### src/tpwd_pkg.sv
// Package of constants for the timer, pulse width and divider block
package tpwd_pkg;
   // Register indices on the plain register port
   localparam logic [3:0] REG_CTRL0 = 4'h0;
   localparam logic [3:0] REG_PRE0 = 4'h1;
   localparam logic [3:0] REG_CNT0 = 4'h2;
   localparam logic [3:0] REG_CTRL1 = 4'h3;
   localparam logic [3:0] REG_PRE1L = 4'h4;
   localparam logic [3:0] REG_PRE1H = 4'h5;
   localparam logic [3:0] REG_CNT1L = 4'h6;
   localparam logic [3:0] REG_CNT1H = 4'h7;
   localparam logic [3:0] REG_INTC = 4'h8;
   localparam logic [3:0] REG_PORT = 4'h9;
   localparam logic [3:0] REG_OPT = 4'hA;
   // Control register fields
   localparam int CTRL_MODE_HI = 7;
   localparam int CTRL_MODE_LO = 6;
   localparam int CTRL_SRC = 5;
   localparam int CTRL_RUN = 4;
   localparam int CTRL_EDGE = 3;
   localparam int CTRL_PSC_HI = 2;
   // Interrupt control fields
   localparam int INTC_EN0 = 0;
   localparam int INTC_EN1 = 1;
   localparam int INTC_FLAG0 = 4;
   localparam int INTC_FLAG1 = 5;
   // Port fields: data bit and direction bit of the shared pin
   localparam int PORT_DATA = 3;
   localparam int PORT_DIR = 7;
   // Option fields
   localparam int OPT_DIV_EN = 0;
   localparam int OPT_DIV_SRC = 1;
   localparam int OPT_FILT = 2;
   // Reset values
   localparam logic [7:0] CTRL_RST = 8'h00;
   localparam logic [7:0] INTC_RST = 8'h00;
   localparam logic [7:0] PORT_RST = 8'h88;
   localparam logic [7:0] OPT_RST = 8'h04;
   // Noise filter length in cycles
   localparam int FILT_CYCLES = 3;
   localparam int SUB_DIV = 4;
   typedef enum logic [1:0]
   {
      TPWD_MODE_NONE = 2'b00,
      TPWD_MODE_EVENT = 2'b01,
      TPWD_MODE_TIMER = 2'b10,
      TPWD_MODE_PULSE = 2'b11
   } tpwd_mode_e;
   typedef enum logic [1:0]
   {
      TPWD_PW_IDLE = 2'b00,
      TPWD_PW_ARMED = 2'b01,
      TPWD_PW_COUNT = 2'b10
   } tpwd_pw_e;
endpackage

### src/tpwd_input_cond.sv
// Timer input pin synchroniser, noise filter and edge detector
`timescale 1ns/1ps
module tpwd_input_cond
   import tpwd_pkg::*;
(
   input wire logic clk_sys,
   input wire logic rst_n,
   input wire logic ce,
   input wire logic pin,
   input wire logic filt_on,
   output logic level,
   output logic rise,
   output logic fall
);
   logic s1;
   logic s2;
   logic s3;
   logic [1:0] stable;
   logic next_level;
   ////////////////////////////////////////////////////////////////
   // Three stages; s1 only feeds s2
   always_ff @(posedge clk_sys or negedge rst_n)
   begin
      if (!rst_n)
      begin
         s1 <= 1'b1;
         s2 <= 1'b1;
         s3 <= 1'b1;
      end
      else if (ce)
      begin
         s1 <= pin;
         s2 <= s1;
         s3 <= s2;
      end
   end
   ////////////////////////////////////////////////////////////////
   // Filter wants agreement held for several cycles
   always_ff @(posedge clk_sys or negedge rst_n)
   begin
      if (!rst_n)
         stable <= 2'h0;
      else if (ce)
      begin
         if (s2 != s3 || s3 == level)
            stable <= 2'h0;
         else if (stable != 2'(FILT_CYCLES - 1))
            stable <= stable + 2'h1;
      end
   end
   always_comb
   begin
      next_level = level;
      if (s2 == s3 && s3 != level)
      begin
         if (!filt_on || stable == 2'(FILT_CYCLES - 1))
            next_level = s3;
      end
   end
   always_ff @(posedge clk_sys or negedge rst_n)
   begin
      if (!rst_n)
      begin
         level <= 1'b1;
         rise <= 1'b0;
         fall <= 1'b0;
      end
      else if (ce)
      begin
         level <= next_level;
         rise <= next_level & ~level;
         fall <= ~next_level & level;
      end
   end
endmodule // tpwd_input_cond

### src/tpwd_top.sv
// Two timers with pulse width mode, overflow flags and divider output
`timescale 1ns/1ps
module tpwd_top
   import tpwd_pkg::*;
#(
   parameter int W0 = 8,
   parameter int W1 = 16
)
(
   input wire logic clk_sys,
   input wire logic rstn,
   input wire logic ce,
   input wire logic [3:0] addr,
   input wire logic [7:0] wdata,
   input wire logic wr,
   input wire logic rd,
   output logic [7:0] rdata,
   input wire logic subsidiary_clock,
   input wire logic tmr0_pin,
   input wire logic tmr1_pin,
   input wire logic pull_high_sel,
   input wire logic power_down,
   output logic irq,
   output logic wake,
   input wire logic shared_divider_pin_in,
   output logic shared_divider_pin_out,
   output logic shared_divider_pin_oe,
   output logic tmr0_pull_on,
   output logic tmr1_pull_on
);
   initial
   begin
      if (W0 != 8 || W1 != 16)
         $error("tpwd_top: widths must be 8 and 16");
   end
   logic rst_a;
   logic rst_n;
   logic [7:0] ctrl0;
   logic [7:0] ctrl1;
   logic [7:0] pre0;
   logic [15:0] pre1;
   logic [7:0] pre1l_buf;
   logic [7:0] cnt1l_buf;
   logic [7:0] cnt0;
   logic [15:0] cnt1;
   logic [7:0] intc;
   logic [7:0] port;
   logic [7:0] opt;
   logic [7:0] psc;
   logic [1:0] div4;
   logic [2:0] sub_s;
   logic sub_rise;
   logic tick0;
   logic tick1;
   logic lvl0, rise0, fall0;
   logic lvl1, rise1, fall1;
   logic ev0;
   logic ev1;
   logic ovf0;
   logic ovf1;
   logic hold0;
   logic hold1;
   logic stop0;
   logic stop1;
   logic div_q;
   tpwd_pw_e pw0;
   tpwd_pw_e pw1;
   tpwd_mode_e mode0;
   tpwd_mode_e mode1;
   ////////////////////////////////////////////////////////////////
   // Reset release
   always_ff @(posedge clk_sys or negedge rstn)
   begin
      if (!rstn)
      begin
         rst_a <= 1'b0;
         rst_n <= 1'b0;
      end
      else
      begin
         rst_a <= 1'b1;
         rst_n <= rst_a;
      end
   end
   assign mode0 = tpwd_mode_e'(ctrl0[CTRL_MODE_HI:CTRL_MODE_LO]);
   assign mode1 = tpwd_mode_e'(ctrl1[CTRL_MODE_HI:CTRL_MODE_LO]);
   ////////////////////////////////////////////////////////////////
   // Input conditioning, one filter option for both pins
   tpwd_input_cond u_in0
   (
      .clk_sys(clk_sys),
      .rst_n(rst_n),
      .ce(ce),
      .pin(tmr0_pin),
      .filt_on(opt[OPT_FILT]),
      .level(lvl0),
      .rise(rise0),
      .fall(fall0)
   );
   tpwd_input_cond u_in1
   (
      .clk_sys(clk_sys),
      .rst_n(rst_n),
      .ce(ce),
      .pin(tmr1_pin),
      .filt_on(opt[OPT_FILT]),
      .level(lvl1),
      .rise(rise1),
      .fall(fall1)
   );
   ////////////////////////////////////////////////////////////////
   // Clock sources: prescaler, fsys/4, synchronised sub clock
   always_ff @(posedge clk_sys or negedge rst_n)
   begin
      if (!rst_n)
      begin
         psc <= 8'h00;
         div4 <= 2'h0;
         sub_s <= 3'h0;
      end
      else if (ce)
      begin
         psc <= psc + 8'h01;
         div4 <= div4 + 2'h1;
         sub_s <= {sub_s[1:0], subsidiary_clock};
      end
   end
   assign sub_rise = sub_s[1] & ~sub_s[2];
   always_comb
   begin
      // Rate 0 divides by 2, up to 256
      tick0 = 1'b0;
      unique case (ctrl0[CTRL_PSC_HI:0])
         3'h0: tick0 = psc[0:0] == 1'h1;
         3'h1: tick0 = psc[1:0] == 2'h3;
         3'h2: tick0 = psc[2:0] == 3'h7;
         3'h3: tick0 = psc[3:0] == 4'hF;
         3'h4: tick0 = psc[4:0] == 5'h1F;
         3'h5: tick0 = psc[5:0] == 6'h3F;
         3'h6: tick0 = psc[6:0] == 7'h7F;
         3'h7: tick0 = psc == 8'hFF;
      endcase
   end
   assign tick1 = ctrl1[CTRL_SRC] ? sub_rise : (div4 == 2'(SUB_DIV - 1));
   ////////////////////////////////////////////////////////////////
   // Count enables; counter reads and preload writes freeze the clock, for timer 1 only the PRE1H write
   assign hold0 = (rd && addr == REG_CNT0) || (wr && addr == REG_PRE0);
   assign hold1 = (rd && (addr == REG_CNT1H || addr == REG_CNT1L)) || (wr && addr == REG_PRE1H);
   assign ev0 = ctrl0[CTRL_EDGE] ? fall0 : rise0;
   assign ev1 = ctrl1[CTRL_EDGE] ? fall1 : rise1;
   always_comb
   begin
      // Stop follows the pin level every cycle; counting only on the tick gives a small error
      stop0 = (pw0 == TPWD_PW_COUNT) && (ctrl0[CTRL_EDGE] ? lvl0 == 1'b0 : lvl0 == 1'b1);
      stop1 = (pw1 == TPWD_PW_COUNT) && (ctrl1[CTRL_EDGE] ? lvl1 == 1'b0 : lvl1 == 1'b1);
   end
   logic inc0;
   logic inc1;
   always_comb
   begin
      inc0 = 1'b0;
      if (ctrl0[CTRL_RUN] && !hold0)
      begin
         unique case (mode0)
            TPWD_MODE_TIMER: inc0 = tick0;
            TPWD_MODE_EVENT: inc0 = ev0;
            TPWD_MODE_PULSE: inc0 = tick0 && pw0 == TPWD_PW_COUNT && !stop0;
            TPWD_MODE_NONE: inc0 = 1'b0;
         endcase
      end
   end
   always_comb
   begin
      inc1 = 1'b0;
      if (ctrl1[CTRL_RUN] && !hold1)
      begin
         unique case (mode1)
            TPWD_MODE_TIMER: inc1 = tick1;
            TPWD_MODE_EVENT: inc1 = ev1;
            TPWD_MODE_PULSE: inc1 = tick1 && pw1 == TPWD_PW_COUNT && !stop1;
            TPWD_MODE_NONE: inc1 = 1'b0;
         endcase
      end
   end
   assign ovf0 = inc0 && cnt0 == 8'hFF;
   assign ovf1 = inc1 && cnt1 == 16'hFFFF;
   ////////////////////////////////////////////////////////////////
   // Pulse width sequencers
   always_ff @(posedge clk_sys or negedge rst_n)
   begin
      if (!rst_n)
         pw0 <= TPWD_PW_IDLE;
      else if (ce)
      begin
         unique case (pw0)
            TPWD_PW_IDLE: if (ctrl0[CTRL_RUN] && mode0 == TPWD_MODE_PULSE) pw0 <= TPWD_PW_ARMED;
            TPWD_PW_ARMED:
               if (!ctrl0[CTRL_RUN] || mode0 != TPWD_MODE_PULSE)
                  pw0 <= TPWD_PW_IDLE;
               else if (ctrl0[CTRL_EDGE] ? rise0 : fall0)
                  pw0 <= TPWD_PW_COUNT;
            TPWD_PW_COUNT: if (stop0 || !ctrl0[CTRL_RUN]) pw0 <= TPWD_PW_IDLE;
            default: pw0 <= TPWD_PW_IDLE;
         endcase
      end
   end
   always_ff @(posedge clk_sys or negedge rst_n)
   begin
      if (!rst_n)
         pw1 <= TPWD_PW_IDLE;
      else if (ce)
      begin
         unique case (pw1)
            TPWD_PW_IDLE: if (ctrl1[CTRL_RUN] && mode1 == TPWD_MODE_PULSE) pw1 <= TPWD_PW_ARMED;
            TPWD_PW_ARMED:
               if (!ctrl1[CTRL_RUN] || mode1 != TPWD_MODE_PULSE)
                  pw1 <= TPWD_PW_IDLE;
               else if (ctrl1[CTRL_EDGE] ? rise1 : fall1)
                  pw1 <= TPWD_PW_COUNT;
            TPWD_PW_COUNT: if (stop1 || !ctrl1[CTRL_RUN]) pw1 <= TPWD_PW_IDLE;
            default: pw1 <= TPWD_PW_IDLE;
         endcase
      end
   end
   ////////////////////////////////////////////////////////////////
   // Control registers; hardware clear of run only in pulse mode
   always_ff @(posedge clk_sys or negedge rst_n)
   begin
      if (!rst_n)
      begin
         ctrl0 <= CTRL_RST;
         ctrl1 <= CTRL_RST;
      end
      else if (ce)
      begin
         if (wr && addr == REG_CTRL0)
            ctrl0 <= wdata;
         else if (stop0 && mode0 == TPWD_MODE_PULSE)
            ctrl0[CTRL_RUN] <= 1'b0;
         if (wr && addr == REG_CTRL1)
            ctrl1 <= wdata;
         else if (stop1 && mode1 == TPWD_MODE_PULSE)
            ctrl1[CTRL_RUN] <= 1'b0;
      end
   end
   ////////////////////////////////////////////////////////////////
   // Preloads and counters; a stopped timer takes preload at once
   always_ff @(posedge clk_sys or negedge rst_n)
   begin
      if (!rst_n)
      begin
         pre0 <= 8'h00;
         cnt0 <= 8'h00;
      end
      else if (ce)
      begin
         if (wr && addr == REG_PRE0)
         begin
            pre0 <= wdata;
            if (!ctrl0[CTRL_RUN])
               cnt0 <= wdata;
         end
         else if (ovf0)
            cnt0 <= pre0;
         else if (inc0)
            cnt0 <= cnt0 + 8'h01;
      end
   end
   always_ff @(posedge clk_sys or negedge rst_n)
   begin
      if (!rst_n)
      begin
         pre1 <= 16'h0000;
         pre1l_buf <= 8'h00;
         cnt1 <= 16'h0000;
         cnt1l_buf <= 8'h00;
      end
      else if (ce)
      begin
         if (wr && addr == REG_PRE1L)
            pre1l_buf <= wdata;
         if (rd && addr == REG_CNT1H)
            cnt1l_buf <= cnt1[7:0];
         if (wr && addr == REG_PRE1H)
         begin
            pre1 <= {wdata, pre1l_buf};
            if (!ctrl1[CTRL_RUN])
               cnt1 <= {wdata, pre1l_buf};
         end
         else if (ovf1)
            cnt1 <= pre1;
         else if (inc1)
            cnt1 <= cnt1 + 16'h0001;
      end
   end
   ////////////////////////////////////////////////////////////////
   // Flags: hardware set wins over software write
   always_ff @(posedge clk_sys or negedge rst_n)
   begin
      if (!rst_n)
         intc <= INTC_RST;
      else if (ce)
      begin
         if (wr && addr == REG_INTC)
            intc <= wdata;
         if (ovf0)
            intc[INTC_FLAG0] <= 1'b1;
         if (ovf1)
            intc[INTC_FLAG1] <= 1'b1;
      end
   end
   always_ff @(posedge clk_sys or negedge rst_n)
   begin
      if (!rst_n)
      begin
         irq <= 1'b0;
         wake <= 1'b0;
      end
      else if (ce)
      begin
         irq <= (intc[INTC_FLAG0] & intc[INTC_EN0]) | (intc[INTC_FLAG1] & intc[INTC_EN1]);
         // A preset flag hides the edge, so no wake
         wake <= power_down && ((ovf0 && !intc[INTC_FLAG0]) || (ovf1 && !intc[INTC_FLAG1]));
      end
   end
   ////////////////////////////////////////////////////////////////
   // Port, option and divider
   always_ff @(posedge clk_sys or negedge rst_n)
   begin
      if (!rst_n)
      begin
         port <= PORT_RST;
         opt <= OPT_RST;
      end
      else if (ce)
      begin
         if (wr && addr == REG_PORT)
            port <= wdata;
         if (wr && addr == REG_OPT)
            opt <= wdata;
      end
   end
   always_ff @(posedge clk_sys or negedge rst_n)
   begin
      if (!rst_n)
         div_q <= 1'b0;
      else if (ce && (opt[OPT_DIV_SRC] ? ovf1 : ovf0))
         div_q <= ~div_q;
   end
   always_ff @(posedge clk_sys or negedge rst_n)
   begin
      if (!rst_n)
      begin
         shared_divider_pin_out <= 1'b0;
         shared_divider_pin_oe <= 1'b0;
         tmr0_pull_on <= 1'b0;
         tmr1_pull_on <= 1'b0;
      end
      else if (ce)
      begin
         shared_divider_pin_oe <= ~port[PORT_DIR];
         if (opt[OPT_DIV_EN])
            shared_divider_pin_out <= port[PORT_DATA] & div_q;
         else
            shared_divider_pin_out <= port[PORT_DATA];
         tmr0_pull_on <= pull_high_sel;
         tmr1_pull_on <= pull_high_sel;
      end
   end
   ////////////////////////////////////////////////////////////////
   // Read port; data one cycle after strobe, unmapped reads zero
   always_ff @(posedge clk_sys or negedge rst_n)
   begin
      if (!rst_n)
         rdata <= 8'h00;
      else if (ce)
      begin
         rdata <= 8'h00;
         if (rd)
         begin
            unique case (addr)
               REG_CTRL0: rdata <= ctrl0;
               REG_PRE0: rdata <= pre0;
               REG_CNT0: rdata <= cnt0;
               REG_CTRL1: rdata <= ctrl1;
               REG_PRE1L: rdata <= pre1l_buf;
               REG_PRE1H: rdata <= pre1[15:8];
               REG_CNT1L: rdata <= cnt1l_buf;
               REG_CNT1H: rdata <= cnt1[15:8];
               REG_INTC: rdata <= intc;
               REG_PORT: rdata <= {port[7:4], shared_divider_pin_in, port[2:0]};
               REG_OPT: rdata <= opt;
               default: rdata <= 8'h00;
            endcase
         end
      end
   end
endmodule // tpwd_top

### config.mk
export PLATFORM = sky130hd
export DESIGN_NAME = tpwd_top
export DESIGN_NICKNAME = d
export VERILOG_FILES = /design/src/tpwd_pkg.sv /design/src/tpwd_input_cond.sv /design/src/tpwd_top.sv
export SDC_FILE = /design/constraint.sdc
export NUM_CORES = 1
export LEC_CHECK = 0
export BUFFER_PORTS_ARGS = -buffer_cell sky130_fd_sc_hd__clkbuf_2
export CORE_ASPECT_RATIO = 1.2
export CORE_MARGIN = 1
export CORE_UTILIZATION = 50
export DETAILED_ROUTE_END_ITERATION = 16
export PLACE_DENSITY = 0.67
export SYNTH_ARGS = -nofsm -noshare
export SYNTH_HDL_FRONTEND = slang
export SYNTH_SLANG_ARGS = --single-unit
### constraint.sdc
create_clock -name clk_sys -period 7.02 [get_ports clk_sys]
set_input_delay 1.053 -clock clk_sys [delete_from_list [all_inputs] [get_ports clk_sys]]
set_output_delay 1.053 -clock clk_sys [all_outputs]
set_load 0.01 [all_outputs]
==> metrics.md <==
| Metric | Value |
|---|---|
| Status | finished clean |
| Mapped Avg Cell Area | 10.5 um2 |
| Seq/Total Area, Yosys | 47.1% |
| Area Overhead vs Synth | 11.4% |
| Final TNS setup | 0 ps |
| Simple-gate area share of the yosys netlist | 14.1% |
| Mapped Area | 8170 um2 |
| Yosys cell types | 75 |
| Hold worst-path end | rst_n |
| Die footprint | 16900 um2 |
| TritonCTS buffer count | 17 |
| Maximum net fanout on the critical path | 25 |
| Flops & latches, synth | 153 |
| Fillcell total | 1376 |
| Clock power share | 35.3% |
| Post-synthesis adder-cell area fraction | 1.23% |
| # Max-Cap Violations | 0 |
| GPL Wtd Cong | 0.970 |
| Register area | 3850 um2 |
| Slowest cell delay on critical path | 700 ps |
| CP required | 7330 ps |
| Hold path depth | 0 |
| Post-synthesis compound-gate area fraction | 15.8% |
| HP Class | reg2reg |
| Net switching power figure | 0.909 mW |
| Critical-path top delay cell | nor2b_1 |
| Layout cells sized above 1 | 24.8% |
| RSZ-0062 raised after global routing | no |
| Sequential power share | 46.3% |
| PostCTS Resize Cnt | 0 |
| Combinational fraction of design power | 18.4% |
| Final-report hold violation count | 0 |
| Reg2reg setup slack | 3840 ps |
| Die Height | 142 um |
| Buffer count from post-CTS setup fixing | 0 |
| Rel. slew slack | 17.5% |
| Leakage | 3.89 nW |
| Crit path top cell by count | nand2_1 |
| CTS Buffer Depth | 2 |
| Top-Level Pins | 37 |
| CTS tree | built |
| Highest clock rate | 0.272 GHz |
| Starting Density | 51.8% |
| Switching Share | 31.8% |
| Final worst slack | 3350 ps |
| Grt ovf | 0 |
| FF-to-FF Start | cnt1[1] |
| CTS clk-pin slew, worst paths | 70 ps |
| Synth Area in XOR/XNOR | 2.47% |
| Final setup violation count | 0 |
| PwrDens | 315 nW/um2 |
| Antenna viol nets, final | 0 |
| IO buf count | 36 |
| CTS Hold Bufs | 0 |
| Int Pwr | 1.95 mW |
| Startpoint types | input pin |
| Row cnt | 50 |
| Largest family of logic cells by synthesized area | multiplexers |
| Sequence of cells on the critical path | clkbuf_2 -> nor2b_1 -> nand2_1 -> nor2_1 -> o21a_1 -> nand2_1 -> o32a_1 |
| Most frequent cells in the layout | dfrtp_1, mux2_2, nand2_1, nor2_1, o21ai_0 |
| Vias in the first global route | 6355 |
| Multi-input logic area | 4080 um2 |
| Synth Warn # | 0 |
| Post-route DRC | 0 |
| 1st-iter DRT viols | 563 |
| H-Tree Depth | 4 |
| Clock skew | 5.20 ps |
| Post-DP HPWL | 17200 um |
| Initial DRT Pass Iterations | 6 |
| WL final | 24100 um |
| Die Span X | 119 um |
| Most used DFF post-synth | dfrtp_1 |
| Clock sinks | 153 |
| Clk Latency, worst-skew pair | 430 ps |
| Max Slew Vio Count | 0 |
| Wire per inst | 23.9 um |
| Buffer type at the clock tree root | clkbuf_16 |
| Nets | 819 |
| Hold Startpoint | rst_a |
| Initial antenna violation count | 0 |
| # diodes | 0 |
| Largest net degree at the start of global routing | 84 |
| Final Util | 57.7% |
| Worst EP arrival | 3980 ps |
| Fin crit share | 52.3% |
| EDFF count, synth | 0 |
| Fin crit period | 3670 ps |
| Total GRT Usage | 30.1% |
| Worst-margin pin slew | 1230 ps |
| DR vias/cell | 6.40 |
| Core box area | 15800 um2 |
| Place WS | 3040 ps |
| Vias | 6455 |
| Total Power | 2.86 mW |
| FF-to-FF End | cnt1[13] |
| Syn Inst Count | 775 |
| Post-synthesis mux area share | 16.0% |
| Most common cell after layout, fill and taps aside | dfrtp_1 |
| Syn nets | 806 |
| Cell count of the worst reg-to-reg path | 7 |
| Critical path class | in2reg |
| First-pass GRT wire length | 37600 um |
| Crit. End Element | flip-flop |
| Peak VDD IR | 187 uV |
| Async S/R FF share, synth | 100% |
-- stage by stage --
stage | hold slack [ps] | cells | area [um2]
after floorplan | 331 | 775 | 8170
final | 357 | 1009 | 9100
after CTS | 363 | 1009 | 9090
after global routing | 376 | 1009 | 9100
after global placement | 340 | 977 | 8440
after detailed placement | 343 | 977 | 8440
-- critical path: cells and delay by family --
| kind | cells | cell delay, ps |
|---|---|---|
| AOI/OAI and AO/OA | 2 | 770 |
| buffers and inverters | 1 | 420 |
| and+or+nand+nor | 4 | 1740 |
-- synth_stat cells (5+ instances only) --
master,instances,share of area (%)
nand2_1,72,3.3
nor2b_1,13,1.0
nor3_1,16,0.98
nand3_1,32,2.0
a21oi_1,25,1.5
buf_1,7,0.32
a32oi_1,9,0.97
a211oi_1,7,0.64
a22oi_1,13,1.2
a221oi_1,9,0.97
o31ai_1,10,0.92
nand4_1,5,0.38
dfrtp_1,142,44
mux2i_1,17,2.1
o2bb2ai_1,8,0.86
inv_1,16,0.74
mux2_2,99,14
dfstp_2,11,3.5
a31oi_1,12,0.92
and3_1,9,0.69
nand2b_1,10,0.77
xnor2_1,10,1.1
and2_1,5,0.38
o21ai_0,40,2.5
clkbuf_1,30,1.4
nor2_1,43,2.0
ha_1,8,1.2
xor2_1,13,1.4
-- per-layer routing --
layer	vias up	part of all wire [%]	track usage (%)	wire length, um
met1	3221	41	38.6	9810
met2	289	48	48.1	11600
met5	-	0	0	0
li1	2890	-	-	-
met3	55	7.5	7.05	1800
met4	0	3.9	14.5	941
-- sequential cells by signal (all words and copies together) (netlist names), 2 cells and up --
register      count
pw1               2
rdata             8
div4              2
cnt1l_buf         8
pre1l_buf         8
pw0               2
port              8
cnt1             16
sub_s             3
opt               8
u_in1.stable      2
pre1             16
ctrl1             8
pre0              8
intc              8
ctrl0             8
psc               8
u_in0.stable      2
cnt0              8
-- cells by family (layout without fill, tap and decap cells) --
family                     count (synthesis)  count (layout)
and+or+nand+nor                          232             232
buffers and inverters                     62              88
muxes                                    117             117
xor gates and xnor gates                  23              23
adders and majority gates                  8               8
DFF                                      153             153
other                                      1               1
AOI/OAI and AO/OA                        179             179
-- cell type report --
| cell class | instances | area share [%] |
|---|---|---|
| Clock buffer | 18 | 4.83 |
| Clock inverter | 14 | 2.30 |
| Inverter | 17 | 0.702 |
| Multi-Input combinational cell | 560 | 44.8 |
| Sequential cell | 153 | 42.3 |
| Tap cell | 208 | 2.86 |
| Timing Repair Buffer | 39 | 2.23 |
-- power groups by stage --
stage                     clock network (mW)  logic (mW)  registers, mW
after detailed placement                   0       0.521           1.33
final                                   1.01       0.526           1.33
after global routing                    1.06       0.585           1.35
after global placement                     0       0.502           1.33
after CTS                               1.02       0.526           1.32
after floorplan                            0       0.420           1.23
-- how the worst max path moves through the flow --
stage / startpoint / end / slack (ps)
2_1_floorplan: rst_n / cnt0[0] / 2460
3_3_place_gp: addr[0] / cnt1[6] / 3120
3_5_place_dp: addr[2] / cnt1[13] / 3040
4_1_cts: addr[2] / cnt1[13] / 3450
5_1_grt: addr[2] / cnt1[1] / 3080
6_report: addr[2] / cnt1[13] / 3350
(Power assumes the default switching activity.)
